$ cat src/crs_consts.vh
// Register map, field positions and selector codes of the counter signal router
`ifndef CRS_CONSTS_VH
`define CRS_CONSTS_VH

// ****************************************
// Register offsets (byte addresses)
// ****************************************
`define CRS_A_CTRL0   8'h00
`define CRS_A_CTRL1   8'h04
`define CRS_A_LOAD0   8'h08
`define CRS_A_LOAD1   8'h0C
`define CRS_A_COUNT0  8'h10
`define CRS_A_COUNT1  8'h14
`define CRS_A_LATCH0  8'h18
`define CRS_A_LATCH1  8'h1C
`define CRS_A_PINCFG  8'h20
`define CRS_A_PINOUT  8'h24
`define CRS_A_TRIG    8'h28
`define CRS_A_ROUTE   8'h2C
`define CRS_A_STATUS  8'h30

// ****************************************
// Counter control fields
// ****************************************
`define CRS_F_ARM     0
`define CRS_F_TOG     1
`define CRS_F_POL     2
`define CRS_F_FALL    3
`define CRS_F_UP      4
`define CRS_F_XDIR    5
`define CRS_F_GM      6
`define CRS_F_SSEL    8
`define CRS_F_GSEL    12

// ****************************************
// Pin, trigger and route fields
// ****************************************
`define CRS_F_PIN_HI  16
`define CRS_F_C0PIN   16
`define CRS_F_EXTTB   17
`define CRS_F_AISAMP  0
`define CRS_F_AISTRT  1
`define CRS_F_AICONV  2
`define CRS_F_AOSAMP  3
`define CRS_F_DOSAMP  4
`define CRS_F_DISAMP  5
`define CRS_F_DIVN    8
`define CRS_F_DIVSLOW 12

// ****************************************
// Selector codes
// ****************************************
`define CRS_SRC_ROOT  4'hA
`define CRS_SRC_SLOW  4'hB
`define CRS_SRC_PEER  4'hC
`define CRS_GATE_PEER 4'hA
`define CRS_GM_FREE   2'h0
`define CRS_GM_LEVEL  2'h1
`define CRS_GM_EDGE   2'h2
`define CRS_GM_LATCH  2'h3
`define CRS_TB_OFF    2'h0
`define CRS_TB_CTR0   2'h1
`define CRS_TB_PIN    2'h2
`define CRS_TB_DIV    2'h3

// ****************************************
// Dedicated function pin numbers and reset
// ****************************************
`define CRS_PIN_SRC1  3
`define CRS_PIN_GATE1 4
`define CRS_PIN_SRC0  8
`define CRS_PIN_GATE0 9
`define CRS_RST_WORD  32'h0000_0000

`endif

$ cat src/crs_counter.v
// One general-purpose counter: source edge, gate, direction and output shaping
`timescale 1ns/1ps
`include "crs_consts.vh"

module crs_counter #(
  parameter WIDTH = 24
) (
  input  wire             i_clk_sys,
  input  wire             i_rstn,
  input  wire             i_ce,
  input  wire             i_src,
  input  wire             i_src_fall,
  input  wire             i_gate,
  input  wire [1:0]       i_gate_mode,
  input  wire             i_arm,
  input  wire             i_ext_dir_en,
  input  wire             i_dir_line,
  input  wire             i_dir_up,
  input  wire             i_tog,
  input  wire             i_pol,
  input  wire             i_load,
  input  wire [WIDTH-1:0] i_load_val,
  output reg  [WIDTH-1:0] o_count,
  output reg  [WIDTH-1:0] o_latch,
  output reg              o_tc,
  output reg              o_gate_evt,
  output reg              o_out
);

  reg  src_d_reg;
  reg  gate_d_reg;
  reg  run_reg;
  reg  tstate_reg;
  wire src_edge;
  wire gate_rise;
  wire enable;
  wire up;
  wire wrap;

  assign src_edge  = i_src_fall ? (src_d_reg & ~i_src) : (i_src & ~src_d_reg);
  assign gate_rise = i_gate & ~gate_d_reg;
  assign enable    = (i_gate_mode == `CRS_GM_LEVEL) ? i_gate :
                     (i_gate_mode == `CRS_GM_EDGE) ? run_reg : 1'b1;
  assign up        = i_ext_dir_en ? i_dir_line : i_dir_up;
  assign wrap      = i_arm & enable & src_edge & (up ? (&o_count) : ~(|o_count));

  always @(posedge i_clk_sys or negedge i_rstn) begin
    if (!i_rstn) begin
      src_d_reg  <= 1'b0;
      gate_d_reg <= 1'b0;
      run_reg    <= 1'b0;
      tstate_reg <= 1'b0;
      o_count    <= {WIDTH{1'b0}};
      o_latch    <= {WIDTH{1'b0}};
      o_tc       <= 1'b0;
      o_gate_evt <= 1'b0;
      o_out      <= 1'b0;
    end else if (i_ce) begin
      src_d_reg  <= i_src;
      gate_d_reg <= i_gate;
      o_tc       <= wrap;
      o_gate_evt <= gate_rise & (i_gate_mode != `CRS_GM_FREE);
      if (gate_rise && i_gate_mode == `CRS_GM_EDGE) begin
        run_reg <= ~run_reg;
      end
      if (gate_rise && i_gate_mode == `CRS_GM_LATCH) begin
        o_latch <= o_count;
      end
      if (i_load) begin
        o_count    <= i_load_val;
        tstate_reg <= 1'b0;
      end else if (i_arm && enable && src_edge) begin
        if (wrap) begin
          o_count <= i_load_val;
        end else if (up) begin
          o_count <= o_count + {{(WIDTH-1){1'b0}}, 1'b1};
        end else begin
          o_count <= o_count - {{(WIDTH-1){1'b0}}, 1'b1};
        end
        if (wrap) begin
          tstate_reg <= ~tstate_reg;
        end
      end
      // Toggle or pulse on terminal count, then polarity
      o_out <= i_pol ^ (i_tog ? (tstate_reg ^ wrap) : wrap);
    end
  end

endmodule // crs_counter

$ cat src/crs_top.v
// Counter signal router: two counters, function pins, trigger bus and divider
`timescale 1ns/1ps
`include "crs_consts.vh"

module crs_top #(
  parameter WIDTH      = 24,
  parameter NPIN       = 10,
  parameter NTRIG      = 7,
  parameter HAS_AO_RTE = 1
) (
  input  wire             i_clk_sys,
  input  wire             i_rstn,
  input  wire             i_ce,
  input  wire [7:0]       i_addr,
  input  wire [31:0]      i_wdata,
  input  wire             i_wr,
  input  wire             i_rd,
  output reg  [31:0]      o_rdata,
  input  wire [NPIN-1:0]  i_function_pin,
  output reg  [NPIN-1:0]  o_function_pin,
  output reg  [NPIN-1:0]  o_function_pin_oe_n,
  input  wire [7:0]       i_shared_trigger_bus,
  output reg  [NTRIG-1:0] o_shared_trigger_bus,
  output reg  [NTRIG-1:0] o_shared_trigger_bus_oe_n,
  input  wire             i_counter_zero_pin,
  output reg              o_counter_zero_pin,
  output reg              o_counter_zero_pin_oe_n,
  output reg              o_counter_one_pin,
  input  wire             i_direction_line_zero,
  input  wire             i_direction_line_one,
  input  wire             i_fast_internal_timebase,
  input  wire             i_mid_internal_timebase,
  input  wire             i_slow_internal_timebase,
  output reg              o_ai_sample_clk,
  output reg              o_ai_start_trig,
  output reg              o_ai_convert_clk,
  output reg              o_ao_sample_clk,
  output reg              o_do_sample_clk,
  output reg              o_di_sample_clk,
  output reg              o_divided_clock_out
);

  // ****************************************
  // Registers
  // ****************************************
  reg  [15:0]      ctrl0_reg;
  reg  [15:0]      ctrl1_reg;
  reg  [WIDTH-1:0] load0_reg;
  reg  [WIDTH-1:0] load1_reg;
  reg              ld0_reg;
  reg              ld1_reg;
  reg  [NPIN-1:0]  pin_pol_reg;
  reg  [NPIN-1:0]  pin_edge_reg;
  reg  [NPIN-1:0]  pin_oe_reg;
  reg  [NPIN-1:0]  pin_div_reg;
  reg  [17:0]      trig_reg;
  reg  [12:0]      route_reg;
  reg  [3:0]       status_reg;
  reg  [3:0]       status_next;
  reg  [31:0]      rdata_next;

  wire wr_ctrl0  = i_wr && i_addr == `CRS_A_CTRL0;
  wire wr_ctrl1  = i_wr && i_addr == `CRS_A_CTRL1;
  wire wr_load0  = i_wr && i_addr == `CRS_A_LOAD0;
  wire wr_load1  = i_wr && i_addr == `CRS_A_LOAD1;
  wire wr_pincfg = i_wr && i_addr == `CRS_A_PINCFG;
  wire wr_pinout = i_wr && i_addr == `CRS_A_PINOUT;
  wire wr_trig   = i_wr && i_addr == `CRS_A_TRIG;
  wire wr_route  = i_wr && i_addr == `CRS_A_ROUTE;
  wire wr_status = i_wr && i_addr == `CRS_A_STATUS;

  // ****************************************
  // Function pin input conditioning
  // ****************************************
  wire [NPIN-1:0] pin_lvl;
  wire [NPIN-1:0] pin_sig;
  reg  [NPIN-1:0] pin_d_reg;

  assign pin_lvl = i_function_pin ^ pin_pol_reg;

  genvar g;
  generate
    for (g = 0; g < NPIN; g = g + 1) begin : g_pin_in
      always @(posedge i_clk_sys or negedge i_rstn) begin
        if (!i_rstn) begin
          pin_d_reg[g] <= 1'b0;
        end else if (i_ce) begin
          pin_d_reg[g] <= pin_lvl[g];
        end
      end
      // Edge mode yields a one-cycle pulse, level mode passes through
      assign pin_sig[g] = pin_edge_reg[g] ? (pin_lvl[g] & ~pin_d_reg[g]) : pin_lvl[g];
    end
  endgenerate

  // ****************************************
  // Timebase and source/gate selection
  // ****************************************
  wire root_timebase;
  wire c0_out;
  wire c1_out;

  assign root_timebase = trig_reg[`CRS_F_EXTTB] ? i_shared_trigger_bus[7]
                                                : i_fast_internal_timebase;

  function sel_src;
    input [3:0]      s;
    input [NPIN-1:0] p;
    input            root;
    input            slow;
    input            peer;
    begin
      if (s < NPIN) begin
        sel_src = p[s];
      end else if (s == `CRS_SRC_ROOT) begin
        sel_src = root;
      end else if (s == `CRS_SRC_SLOW) begin
        sel_src = slow;
      end else if (s == `CRS_SRC_PEER) begin
        sel_src = peer;
      end else begin
        sel_src = 1'b0;
      end
    end
  endfunction

  function sel_gate;
    input [3:0]      s;
    input [NPIN-1:0] p;
    input            peer;
    begin
      if (s < NPIN) begin
        sel_gate = p[s];
      end else if (s == `CRS_GATE_PEER) begin
        sel_gate = peer;
      end else begin
        sel_gate = 1'b0;
      end
    end
  endfunction

  wire src0 = sel_src(ctrl0_reg[`CRS_F_SSEL+3:`CRS_F_SSEL], pin_sig, root_timebase,
                      i_slow_internal_timebase, c1_out);
  wire src1 = sel_src(ctrl1_reg[`CRS_F_SSEL+3:`CRS_F_SSEL], pin_sig, root_timebase,
                      i_slow_internal_timebase, c0_out);
  wire gate0 = sel_gate(ctrl0_reg[`CRS_F_GSEL+3:`CRS_F_GSEL], pin_sig, c1_out);
  wire gate1 = sel_gate(ctrl1_reg[`CRS_F_GSEL+3:`CRS_F_GSEL], pin_sig, c0_out);

  // ****************************************
  // Counters
  // ****************************************
  wire [WIDTH-1:0] count0;
  wire [WIDTH-1:0] count1;
  wire [WIDTH-1:0] latch0;
  wire [WIDTH-1:0] latch1;
  wire             tc0;
  wire             tc1;
  wire             gev0;
  wire             gev1;

  crs_counter #(.WIDTH(WIDTH)) u_ctr0 (
    .i_clk_sys    (i_clk_sys),
    .i_rstn       (i_rstn),
    .i_ce         (i_ce),
    .i_src        (src0),
    .i_src_fall   (ctrl0_reg[`CRS_F_FALL]),
    .i_gate       (gate0),
    .i_gate_mode  (ctrl0_reg[`CRS_F_GM+1:`CRS_F_GM]),
    .i_arm        (ctrl0_reg[`CRS_F_ARM]),
    .i_ext_dir_en (ctrl0_reg[`CRS_F_XDIR]),
    .i_dir_line   (i_direction_line_zero),
    .i_dir_up     (ctrl0_reg[`CRS_F_UP]),
    .i_tog        (ctrl0_reg[`CRS_F_TOG]),
    .i_pol        (ctrl0_reg[`CRS_F_POL]),
    .i_load       (ld0_reg),
    .i_load_val   (load0_reg),
    .o_count      (count0),
    .o_latch      (latch0),
    .o_tc         (tc0),
    .o_gate_evt   (gev0),
    .o_out        (c0_out)
  );

  crs_counter #(.WIDTH(WIDTH)) u_ctr1 (
    .i_clk_sys    (i_clk_sys),
    .i_rstn       (i_rstn),
    .i_ce         (i_ce),
    .i_src        (src1),
    .i_src_fall   (ctrl1_reg[`CRS_F_FALL]),
    .i_gate       (gate1),
    .i_gate_mode  (ctrl1_reg[`CRS_F_GM+1:`CRS_F_GM]),
    .i_arm        (ctrl1_reg[`CRS_F_ARM]),
    .i_ext_dir_en (ctrl1_reg[`CRS_F_XDIR]),
    .i_dir_line   (i_direction_line_one),
    .i_dir_up     (ctrl1_reg[`CRS_F_UP]),
    .i_tog        (ctrl1_reg[`CRS_F_TOG]),
    .i_pol        (ctrl1_reg[`CRS_F_POL]),
    .i_load       (ld1_reg),
    .i_load_val   (load1_reg),
    .o_count      (count1),
    .o_latch      (latch1),
    .o_tc         (tc1),
    .o_gate_evt   (gev1),
    .o_out        (c1_out)
  );

  // ****************************************
  // Frequency divider
  // ****************************************
  reg  [3:0] div_cnt_reg;
  reg        div_tb_d_reg;
  wire [3:0] div_n   = route_reg[`CRS_F_DIVN+3:`CRS_F_DIVN];
  wire       div_tb  = route_reg[`CRS_F_DIVSLOW] ? i_slow_internal_timebase
                                                : i_mid_internal_timebase;
  wire       div_rise = div_tb & ~div_tb_d_reg;
  wire [4:0] div_half = ({1'b0, div_n} + 5'h02) >> 1;
  wire       div_clk  = (div_n == 4'h0) ? div_tb
                                        : ({1'b0, div_cnt_reg} < div_half);

  always @(posedge i_clk_sys or negedge i_rstn) begin
    if (!i_rstn) begin
      div_cnt_reg  <= 4'h0;
      div_tb_d_reg <= 1'b0;
    end else if (i_ce) begin
      div_tb_d_reg <= div_tb;
      if (div_rise) begin
        if (div_cnt_reg >= div_n) begin
          div_cnt_reg <= 4'h0;
        end else begin
          div_cnt_reg <= div_cnt_reg + 4'h1;
        end
      end
    end
  end

  // ****************************************
  // Pin and trigger bus outputs
  // ****************************************
  reg [NPIN-1:0] pin_asg;

  always @* begin
    pin_asg                 = {NPIN{1'b0}};
    pin_asg[`CRS_PIN_SRC1]  = src1;
    pin_asg[`CRS_PIN_GATE1] = gate1;
    pin_asg[`CRS_PIN_SRC0]  = src0;
    pin_asg[`CRS_PIN_GATE0] = gate0;
  end

  generate
    for (g = 0; g < NPIN; g = g + 1) begin : g_pin_out
      always @(posedge i_clk_sys or negedge i_rstn) begin
        if (!i_rstn) begin
          o_function_pin[g]      <= 1'b0;
          o_function_pin_oe_n[g] <= 1'b1;
        end else if (i_ce) begin
          // Only the pin's own signal or the divided clock, which is the raw timebase when div_n is 0
          o_function_pin[g]      <= pin_div_reg[g] ? div_clk : pin_asg[g];
          o_function_pin_oe_n[g] <= ~pin_oe_reg[g];
        end
      end
    end
    for (g = 0; g < NTRIG; g = g + 1) begin : g_trig_out
      wire [1:0] code = trig_reg[2*g+1:2*g];
      always @(posedge i_clk_sys or negedge i_rstn) begin
        if (!i_rstn) begin
          o_shared_trigger_bus[g]      <= 1'b0;
          o_shared_trigger_bus_oe_n[g] <= 1'b1;
        end else if (i_ce) begin
          case (code)
            `CRS_TB_CTR0: o_shared_trigger_bus[g] <= c0_out;
            `CRS_TB_PIN:  o_shared_trigger_bus[g] <= i_counter_zero_pin;
            `CRS_TB_DIV:  o_shared_trigger_bus[g] <= div_clk;
            default:      o_shared_trigger_bus[g] <= 1'b0;
          endcase
          o_shared_trigger_bus_oe_n[g] <= (code == `CRS_TB_OFF);
        end
      end
    end
  endgenerate

  // ****************************************
  // Dedicated outputs and internal routes
  // ****************************************
  always @(posedge i_clk_sys or negedge i_rstn) begin
    if (!i_rstn) begin
      o_counter_zero_pin      <= 1'b0;
      o_counter_zero_pin_oe_n <= 1'b1;
      o_counter_one_pin       <= 1'b0;
      o_ai_sample_clk         <= 1'b0;
      o_ai_start_trig         <= 1'b0;
      o_ai_convert_clk        <= 1'b0;
      o_ao_sample_clk         <= 1'b0;
      o_do_sample_clk         <= 1'b0;
      o_di_sample_clk         <= 1'b0;
      o_divided_clock_out     <= 1'b0;
    end else if (i_ce) begin
      o_counter_zero_pin      <= c0_out;
      o_counter_zero_pin_oe_n <= ~trig_reg[`CRS_F_C0PIN];
      o_counter_one_pin       <= c1_out;
      o_ai_sample_clk         <= route_reg[`CRS_F_AISAMP] & c0_out;
      o_ai_start_trig         <= route_reg[`CRS_F_AISTRT] & c0_out;
      o_ai_convert_clk        <= route_reg[`CRS_F_AICONV] & c0_out;
      o_ao_sample_clk         <= (HAS_AO_RTE != 0) & route_reg[`CRS_F_AOSAMP] & c1_out;
      o_do_sample_clk         <= route_reg[`CRS_F_DOSAMP] & div_clk;
      o_di_sample_clk         <= route_reg[`CRS_F_DISAMP] & div_clk;
      o_divided_clock_out     <= div_clk;
    end
  end

  // ****************************************
  // Register bus
  // ****************************************
  always @* begin
    // Hardware set wins over a write-one clear in the same cycle
    status_next = wr_status ? (status_reg & ~i_wdata[3:0]) : status_reg;
    status_next = status_next | {gev1, gev0, tc1, tc0};
    rdata_next  = `CRS_RST_WORD;
    case (i_addr)
      `CRS_A_CTRL0:  rdata_next[15:0] = ctrl0_reg;
      `CRS_A_CTRL1:  rdata_next[15:0] = ctrl1_reg;
      `CRS_A_LOAD0:  rdata_next[WIDTH-1:0] = load0_reg;
      `CRS_A_LOAD1:  rdata_next[WIDTH-1:0] = load1_reg;
      `CRS_A_COUNT0: rdata_next[WIDTH-1:0] = count0;
      `CRS_A_COUNT1: rdata_next[WIDTH-1:0] = count1;
      `CRS_A_LATCH0: rdata_next[WIDTH-1:0] = latch0;
      `CRS_A_LATCH1: rdata_next[WIDTH-1:0] = latch1;
      `CRS_A_PINCFG: rdata_next = {6'h00, pin_edge_reg, 6'h00, pin_pol_reg};
      `CRS_A_PINOUT: rdata_next = {6'h00, pin_div_reg, 6'h00, pin_oe_reg};
      `CRS_A_TRIG:   rdata_next[17:0] = trig_reg;
      `CRS_A_ROUTE:  rdata_next[12:0] = route_reg;
      `CRS_A_STATUS: rdata_next[9:0] = {c1_out, c0_out, 4'h0, status_reg};
      default:       rdata_next = `CRS_RST_WORD;
    endcase
  end

  always @(posedge i_clk_sys or negedge i_rstn) begin
    if (!i_rstn) begin
      ctrl0_reg    <= 16'h0000;
      ctrl1_reg    <= 16'h0000;
      load0_reg    <= {WIDTH{1'b0}};
      load1_reg    <= {WIDTH{1'b0}};
      ld0_reg      <= 1'b0;
      ld1_reg      <= 1'b0;
      pin_pol_reg  <= {NPIN{1'b0}};
      pin_edge_reg <= {NPIN{1'b0}};
      pin_oe_reg   <= {NPIN{1'b0}};
      pin_div_reg  <= {NPIN{1'b0}};
      trig_reg     <= 18'h00000;
      route_reg    <= 13'h0000;
      status_reg   <= 4'h0;
      o_rdata      <= `CRS_RST_WORD;
    end else if (i_ce) begin
      ld0_reg    <= wr_load0;
      ld1_reg    <= wr_load1;
      status_reg <= status_next;
      o_rdata    <= i_rd ? rdata_next : `CRS_RST_WORD;
      if (wr_ctrl0) begin
        ctrl0_reg <= i_wdata[15:0];
      end
      if (wr_ctrl1) begin
        ctrl1_reg <= i_wdata[15:0];
      end
      if (wr_load0) begin
        load0_reg <= i_wdata[WIDTH-1:0];
      end
      if (wr_load1) begin
        load1_reg <= i_wdata[WIDTH-1:0];
      end
      if (wr_pincfg) begin
        pin_pol_reg  <= i_wdata[NPIN-1:0];
        pin_edge_reg <= i_wdata[`CRS_F_PIN_HI+NPIN-1:`CRS_F_PIN_HI];
      end
      if (wr_pinout) begin
        pin_oe_reg  <= i_wdata[NPIN-1:0];
        pin_div_reg <= i_wdata[`CRS_F_PIN_HI+NPIN-1:`CRS_F_PIN_HI];
      end
      if (wr_trig) begin
        trig_reg <= i_wdata[17:0];
      end
      if (wr_route) begin
        route_reg <= i_wdata[12:0];
      end
    end
  end

endmodule // crs_top

$ cat config.mk
export PLATFORM = sky130hd
export DESIGN_NAME = crs_top
export DESIGN_NICKNAME = d
export VERILOG_FILES = /design/src/crs_counter.v /design/src/crs_top.v
export VERILOG_INCLUDE_DIRS = /design/src
export SDC_FILE = /design/constraint.sdc
export NUM_CORES = 1
export LEC_CHECK = 0
export BUFFER_PORTS_ARGS = -buffer_cell sky130_fd_sc_hd__clkbuf_2
export CORE_ASPECT_RATIO = 1.1
export CORE_MARGIN = 2
export CORE_UTILIZATION = 55
export CTS_CLUSTER_DIAMETER = 40
export DETAILED_ROUTE_END_ITERATION = 10
export PLACE_DENSITY = 0.74
export SLEW_MARGIN = 20
export SYNTH_ARGS = -nofsm -noshare
export SYNTH_HDL_FRONTEND = slang
export SYNTH_HIERARCHICAL = 1
export SYNTH_SLANG_ARGS = --single-unit
$ cat constraint.sdc
create_clock -name i_clk_sys -period 4.6 [get_ports i_clk_sys]
set_input_delay 0.23 -clock i_clk_sys [delete_from_list [all_inputs] [get_ports i_clk_sys]]
set_output_delay 0.23 -clock i_clk_sys [all_outputs]
set_load 0.005 [all_outputs]
==> results of run 1 <==
## per-stage QoR
step	total power (W)	hold slack [ns]	std cells	instance area (um^2)	utilization [%]
2_1_floorplan	0.005362	-0.06559	1845	19610	-
3_3_place_gp	0.006029	0.3499	2344	20530	58.44
3_5_place_dp	0.006106	0.3657	2344	20530	58.44
4_1_cts	0.009920	0.01321	2442	22270	63.38
5_1_grt	0.01043	0.03109	2442	22270	63.38
6_report	0.009948	0.01701	2444	22270	63.39
## area by class of cell
cell class                      instances  area, um^2  area share (%)
Antenna cell                            2       5.005         0.02247
Clock buffer                           60        1309           5.876
Multi-Input combinational cell       1355       10120           45.44
Inverter                               40       150.1          0.6741
Sequential cell                       352        8831           39.65
Timing Repair Buffer                  161       953.4           4.281
Tap cell                              444       555.5           2.494
Clock inverter                         30       347.8           1.562
## placed cells by master (no fill, tap or decap), drive strengths merged, types with 8 or more instances in the layout
cell	instances
a21o	33
a21oi	107
a222oi	14
a22o	17
a22oi	27
a31oi	22
a32oi	8
and3	8
buf	30
clkbuf	183
clkinv	12
dfrtp	334
dfstp	18
dlygate4sd3	8
ha	59
inv	49
mux2	209
mux2i	73
mux4	11
nand2	171
nand3	29
nand3b	8
nand4	21
nor2	100
nor2b	15
nor3	29
nor4	25
o211ai	10
o21ai	146
o22ai	11
o2bb2ai	20
o31ai	14
or3	13
xnor2	37
xor2	16
## worst min-delay path, delay by kind of cell
family	cells	cell delay, ns
xor gates and xnor gates	1	0.13
buffers and inverters	1	0.09
AOI/OAI and AO/OA	1	0.08
## power breakdown
group	switching [W]	internal [W]
sequential	0.000329	0.00329
clock	0.00151	0.00230
combinational	0.00142	0.00110
total	0.00326	0.00669
## worst paths after layout
kind	startpoint	slack, ns	to
max in group asynchronous	i_rstn	3.06	u_ctr0/o_latch[11]$_DFFE_PN0P_
worst min-delay path	i_function_pin[0]	0.02	pin_d_reg[0]$_DFFE_PN0P_
worst min register to register	pin_oe_reg[6]$_DFFE_PN0P_	0.47	o_function_pin_oe_n[6]$_DFFE_PN1P_
worst max-delay path	pin_pol_reg[7]$_DFFE_PN0P_	0.72	u_ctr1/o_count[10]$_DFFE_PN0P_
worst max register to register	pin_pol_reg[7]$_DFFE_PN0P_	0.72	u_ctr1/o_count[10]$_DFFE_PN0P_
min in group asynchronous	i_rstn	0.32	pin_pol_reg[0]$_DFFE_PN0P_
## layer usage
metal,up-vias,global-route usage (%),routed length (um)
met3,166,7.117,6187
met1,8169,49.67,26490
met2,891,53.52,29210
li1,7116,-,-
met4,6,16.46,3263
met5,-,0,40
## logic make-up after synthesis
family,Yosys count
AOI/OAI and AO/OA,487
DFF,352
other,1
and+or+nand+nor,455
buffers and inverters,138
xor gates and xnor gates,53
adders and majority gates,61
muxes,293
## synthesized netlist by cell type, types with 8 or more instances
master | instances | area, um^2
buf_6 | 11 | 123.9
buf_4 | 18 | 135.1
a21oi_1 | 107 | 535.5
xnor2_1 | 37 | 324.1
ha_1 | 59 | 738.2
nor2_1 | 94 | 352.8
dfstp_2 | 18 | 473.0
o31ai_1 | 14 | 105.1
a222oi_1 | 14 | 140.1
mux4_2 | 11 | 247.7
mux2_1 | 31 | 349.1
inv_1 | 40 | 150.1
o21ai_0 | 142 | 710.7
nor3_1 | 20 | 100.1
a31oi_1 | 22 | 137.6
o2bb2ai_1 | 20 | 175.2
nand4_1 | 21 | 131.4
nand2_1 | 169 | 634.4
a21o_1 | 33 | 247.7
nor2b_1 | 14 | 87.58
o211ai_1 | 10 | 75.07
buf_2 | 16 | 80.08
clkbuf_1 | 44 | 165.2
a32oi_1 | 8 | 70.07
nor4_1 | 24 | 150.1
a22oi_1 | 27 | 202.7
and3_1 | 8 | 50.05
dfrtp_1 | 334 | 8358
nor3_4 | 8 | 130.1
mux2i_1 | 73 | 730.7
o22ai_1 | 11 | 68.82
mux2_2 | 178 | 2004
nand3_1 | 29 | 145.1
xor2_1 | 16 | 140.1
or3_1 | 13 | 81.33
a22o_1 | 17 | 148.9
==> out/summary.md, run 1 <==
Synthesis produced 1840 cells. The layout cell share with drive strength beyond 1 is 23.97%. The run gives 98.10 mm as the first-pass GRT wire length.

The share of flip-flops with an asynchronous set or reset after synthesis was 100.0%; the transition time at the pin with the least slew margin was 1.024 ns. Headroom to the max-slew limit came out at 31.52%. In this design, the largest share of critical-path delay is due to simple AND/OR/NAND/NOR gates.

Setup repair after global routing left no endpoint under its margin. The critical path's largest stage delay was 0.52 ns. Number of buffer and inverter stages on the critical path: 1.

The class of the tightest hold or removal check is in -> reg. The number of clock sinks was 352; the total number of vias was 16348. The average wire per cell in the routed design was 26.67 um; the die extent in y was 201.9 um. The run gives 0 as the number of pins exceeding their max-slew limit in the final report. Number of distinct standard cells referenced by the synthesized netlist: 85.

Ranked by flip-flop count, first place goes to o_rdata. For the final setup slack of the worst path, the log shows 0.7197 ns. The worst setup path is captured at a register.

The initialized floorplan defines 72 standard-cell rows. The iteration-0 DRC count of the detailed router is 1892, and the post-synthesis compound-gate area fraction is 16.05%. Setup violations remaining at the end of the flow were counted as 0. Post-CTS repair changed the size of 0 cells.

The slowest library cell on the worst path is nor4_1. The total die area was 0.03714 mm^2. After Yosys synthesis, full adders, half adders and majority gates account for 3.973% of the synthesized area.

The final layout contains routed wiring with a total length of 65.19 mm. The analysis attributes to cell leakage a power of 10.61 nW. The total of warnings raised by yosys was 6; the number of enable flip-flop cells after synthesis was 0.

Detailed placement ended at an HPWL of 47.08 mm. The number of primary I/O pins is 145, and the worst clock skew is 0.01953 ns. The global route total overflow was 0. Across every metal layer, demand over resource in global routing totals 35.53%. Number of cells on the worst hold path: 3.

Timing would allow up to 257.7 MHz. For the worst setup path, the data required time is 5.01 ns. The commonest register cell after synthesis was dfrtp_1. For the initial antenna violation count, the log shows 7. The critical path class is reg -> reg. Compared with the post-synthesis result, the final layout area differs by 13.70%. The share of the clock period used by the worst path is 84.36%.

For the sequential area share after synthesis, the log shows 45.08%. Dividing total power by cell area gives a power density of 446.6 mW/mm^2. The tools report the summed negative setup slack over all endpoints as 0 ns. The root buffer cell chosen for the clock tree is clkbuf_16. Prior to clock tree synthesis, the placed netlist has a worst setup slack of 0.8605 ns. The register with the most flip-flops in the layout has 26 of them. The post-synthesis cell area came out at 0.01959 mm^2. The number of global-route vias before repair is 15711, and the latest clock arrival within the worst-skew pair is 0.57 ns.

Fill cells in the final layout number 2852. Along the worst path, the maximum fanout reaches 21. In this run the mean area of a mapped cell was 10.65 um^2. The tools report the kind of launch point of the worst setup path as a register.

The number of design rule violations left after detail routing was 0. IR analysis of the VDD net gives a maximum drop of 0.4056 mV. Before antenna repair, the detailed router went through 5 iterations. The net count of the finished layout is 2090. The run gives 0 as the residual antenna-violating net count after detailed routing. Clock-pin slew was measured on the worst setup and hold paths at 0.06 ns. In this run the post-CTS setup repair buffer count came out at 0. At the worst endpoint, the arrival time is 4.29 ns. Entering global routing, the biggest net connects 131 pins. The vias per cell was 6.689; the total of buffers placed on input and output ports was 125. Counting I/O delays and the setup requirement, the final critical path takes 3.880 ns.

From left edge to right edge, the die measures 183.9 um. The simple-gate share of the synthesized area is 11.97%. Max-cap violations in this run came to 0. TritonCTS built the clock tree.

Of the post-synthesis cell area, the part taken by muxes is 17.01%. The instance count on the critical path is 14, and the maximum level of the CTS H-tree is 2. In this run the standard cell core region covers 0.03513 mm^2. The xor/xnor cell area share of the yosys netlist is 2.370%.

In this run, CTS created clock tree buffers numbering 50. The post-synthesis sequential element count was 352. The signal on the critical path passes through xnor2_1, a21oi_1, mux2i_1, nor4bb_1, nor4_1, nand2_1, nor2_1, a21oi_1, and3_1, o21a_2, nor2_4, buf_4, mux2i_1, o21ai_0.

The number of buffers inserted for hold repair after clock tree synthesis was 8; the cell depth of the worst flop-to-flop path was 14. The initial utilization of the core area, before any placement, comes to 55.75%. The run gives 0 as the number of endpoints with negative hold slack in the final report. By area, the combinational part of the netlist is dominated by multiplexers.

The logs give 3 for the buffer depth of the longest clock path and 1.028 for the placer's final routability congestion estimate. The run finished with clean final reports.
Power figures use the tool's default switching activity.
==> run 2, diff against run 1 <==
- ABC_AREA: unset -> 1
- PLACE_DENSITY: 0.74 -> 0.76
- clock period: 4.6 -> 3.5 ns (I/O delays scaled with it)
==> out/summary.md, run 2 <==
The run finished with clean final reports. For the iteration-0 DRC count of the detailed router, the log shows 2160. Once detail routing completed, the nets flagged for antenna violations numbered 0.

The tools report the cell chosen for the clock root as clkbuf_16. The tools report the number of pins exceeding their max-slew limit in the final report as 0. The post-synthesis sequential element count works out to 352.

The Yosys step of the flow raised 6 warnings. The area share of the largest cell type after synthesis is 39.56%, and the clock buffer count from CTS is 47. The most used flip-flop cell after synthesis is dfrtp_1.

The run gives 2909 as the number of cells produced by synthesis. The cell seen most often among critical-path stages is nand3_1. Data on the critical path arrives at its endpoint at 3.48 ns.

Entering global routing, the biggest net connects 102 pins. Placer's final routability congestion estimate: 0.9833. For this run, the top clock speed supported by timing is 329.9 MHz. Counting instances in the post-synthesis netlist gives the leading cell types as 1100 x nand2_1, 334 x dfrtp_1, 330 x inv_1, 193 x o21ai_0, 178 x nand3_1. Final antenna diode count: 0. Leaving out fill and tap cells, the most frequent cell in the layout is nand2_1.

Share of flip-flops with an asynchronous set or reset after synthesis: 100.0%. For the worst-skew pair, the clock arrives at the later sink with an insertion delay of 0.60 ns. The initial utilization of the core area, before any placement, comes to 55.60%. The number of design rule violations left after detail routing is 0. The tools report the total length of routed wires as 76.44 mm. The post-CTS setup buffer count is 0, and the post-layout total power is 0.01229 W. More flip-flops sit in one register than any other, and that register is o_rdata.

Relative to the synthesized area, the layout overhead comes to 12.71%. The die covers 0.04000 mm^2. The first detailed-routing pass ran for 6 iterations.

Power spread over the standard cell area amounts to 515.9 mW/mm^2. Buffer depth of the longest clock path: 3. The register with the most flip-flops in the layout has 26 of them. The worst clock skew was 0.03208 ns. The critical path goes through inv_1, nand4_1, nand2_1, nand2_1, nand3_1, nand3_1, nand3_1, nor2_1, a21oi_1, nor2_2, nand3_4, nand2_8, buf_4, nand2_1, nand3_1, o21ai_1. Number of enable flip-flop cells after synthesis: 0. STA classifies the critical path startpoint as a register. For the number of distinct standard cells referenced by the synthesized netlist, the log shows 48. The number of max-cap violations is 0. TritonCTS built the clock tree. The run gives 12.48 nW as the static power due to leakage. The placed wire-length estimate is 57.46 mm, and the row count is 75. After detailed routing, the average wire length per cell comes to 21.42 um.

VDD sags by at most 0.5172 mV. After layout, the minimum clock period comes to 3.031 ns. Setup repair after global routing left no endpoint under its margin. The required time at the worst-slack endpoint was 3.95 ns.

The floorplan step defined a core boundary enclosing 0.03801 mm^2. Sorting the synthesized cells by area gives the leading types as dfrtp_1 40%, nand2_1 20%, inv_1 5.9%. The x dimension of the die is 190.9 um. The slowest stage of the critical path is the dfrtp_1 cell. The logs give 0 for the number of resized instances in the post-cts repair step and 352 for the number of clock sinks. The total of buffers placed on input and output ports is 125.

The run gives 0 as the number of setup violations in the final report. A synthesized cell averages 7.263 um^2. CTS built an H-tree with a depth of 2. The class of the tightest hold or removal check is in -> reg. The transition time at the pin with the least slew margin is 1.022 ns, and the vias per cell is 5.702.

The final layout contains 3161 nets. The library cells used most frequently in the layout, excluding fill and tap cells, are 1100 x nand2_1, 334 x dfrtp_1, 330 x inv_1. The tools report the number of global-route vias before repair as 19161. The first global-routing pass estimated 114.9 mm of wire.

In this run the tightest slew margin relative to its limit is 31.70%. STA classifies the critical path endpoint as a register. After synthesis the cells add up to 0.02113 mm^2.

The critical-path maximum fanout works out to 16. The initial antenna violation count is 1. In this run the count of I/O pins placed on the die edge is 145. In the finished design, the share of the clock period the worst path needs comes to 86.61%. After synthesis, flip-flops and latches occupy 41.80% of the total area. The tools report the global route total overflow as 0.

The layout cell share with drive strength beyond 1 works out to 11.89%. The die extent in y is 209.6 um, and the number of buffers inserted for hold repair after clock tree synthesis is 13. Number of endpoints with negative hold slack in the final report: 0. By instance count, the leading cell after synthesis is nand2_1. The logs give 0 ns for the summed negative setup slack over all endpoints and 38.52% for the overall track demand over capacity in global routing. The cell accounting for the most synthesized area was dfrtp_1. For this run, the slowest stage of the critical path takes 0.58 ns. The setup path with the least slack is of type reg -> reg. The clock-pin slew of the registers on the worst-case setup and hold paths is 0.06 ns, and the total number of vias is 20350.
-- run 2: changes by cell type after synthesis, moves of 23 or more --
| cell | before | now |
|---|---|---|
| nand3_1 | 29 | 178 |
| nand2_1 | 169 | 1100 |
| a21oi_1 | 107 | 65 |
| o21ai_0 | 142 | 193 |
| nand4_1 | 21 | 57 |
| a22oi_1 | 27 | 0 |
| a21o_1 | 33 | 0 |
| nor2_1 | 94 | 172 |
| inv_1 | 40 | 330 |
| o21ai_1 | 2 | 63 |
| mux2i_1 | 73 | 0 |
| mux2_1 | 31 | 8 |
| mux2_2 | 178 | 24 |
-- run 2: worst paths after layout --
path | start | to | slack (ns) | depth (start not counted)
max in group asynchronous | i_rstn | u_ctr1/o_count[13]$_DFFE_PN0P_ | 2.16 | 3
hold reg to reg | pin_oe_reg[9]$_DFFE_PN0P_ | o_function_pin_oe_n[9]$_DFFE_PN1P_ | 0.47 | 1
hold / removal | i_wdata[18] | pin_edge_reg[2]$_DFFE_PN0P_ | 0.007 | 3
setup / recovery | ctrl1_reg[8]$_DFFE_PN0P_ | u_ctr1/o_count[5]$_DFFE_PN0P_ | 0.47 | 16
setup reg to reg | ctrl1_reg[8]$_DFFE_PN0P_ | u_ctr1/o_count[5]$_DFFE_PN0P_ | 0.47 | 16
min in group asynchronous | i_rstn | div_cnt_reg[3]$_DFFE_PN0P_ | 0.16 | 2
-- run 2: stage by stage --
stage / area [um^2] / std cells / util [%] / setup slack [ns] / hold WS [ns]
6_report: 23820 / 3569 / 62.66 / 0.4688 / 0.007251
5_1_grt: 23820 / 3569 / 62.66 / 0.3099 / 0.03674
4_1_cts: 23820 / 3569 / 62.66 / 0.5989 / 0.0006757
3_5_place_dp: 22050 / 3469 / 58.02 / 0.6382 / 0.2848
3_3_place_gp: 22050 / 3469 / 58.02 / 0.6625 / 0.2703
2_1_floorplan: 21150 / 2914 / - / 0.4209 / -0.1206
-- run 2: logic make-up (layout without fill, tap and decap cells) --
kind of cell / count (synthesis) / count (layout) / share of synthesized area, %
xor+xnor: 25 / 25 / 1.036
buf+inv: 449 / 604 / 9.125
compound gates: 384 / 384 / 9.990
mux: 32 / 32 / 1.705
other cells: 1 / 6 / 0.01775
simple gates: 1605 / 1605 / 32.65
fa+ha+maj: 61 / 61 / 3.683
flops: 352 / 352 / 41.80
-- run 2: power by group --
| part | leakage (nW) | internal (W) | switching (W) |
|---|---|---|---|
| combinational | 6.98 | 0.000938 | 0.00181 |
| sequential | 4.71 | 0.00425 | 0.000257 |
| clock | 0.790 | 0.00301 | 0.00202 |
| total | 12.5 | 0.00820 | 0.00409 |
-- run 2: critical path, delay by kind of cell (launching register included) --
family / cells / cell delay (ns)
buffers and inverters: 2 / 0.45
AND/OR/NAND/NOR: 12 / 1.67
AO/OA/AOI/OAI: 2 / 0.17
flip-flops: 1 / 0.58
-- run 2: routing by layer --
| layer | track usage (%) | routed length (um) | vias to the layer above |
|---|---|---|---|
| met4 | 24.33 | 5482 | 0 |
| met3 | 6.254 | 6383 | 260 |
| met5 | 0 | 0 | - |
| met1 | 49.83 | 29910 | 9545 |
| met2 | 60.26 | 34670 | 1019 |
| li1 | - | - | 9526 |
-- run 2: final cells by class --
| cell class | count | area [um^2] |
|---|---|---|
| Clock buffer | 56 | 1260 |
| Clock inverter | 31 | 374.1 |
| Fill cell | 3479 | 14190 |
| Inverter | 352 | 1335 |
| Multi-Input combinational cell | 2113 | 10400 |
| Sequential cell | 352 | 8831 |
| Tap cell | 500 | 625.6 |
| Timing Repair Buffer | 165 | 993.5 |
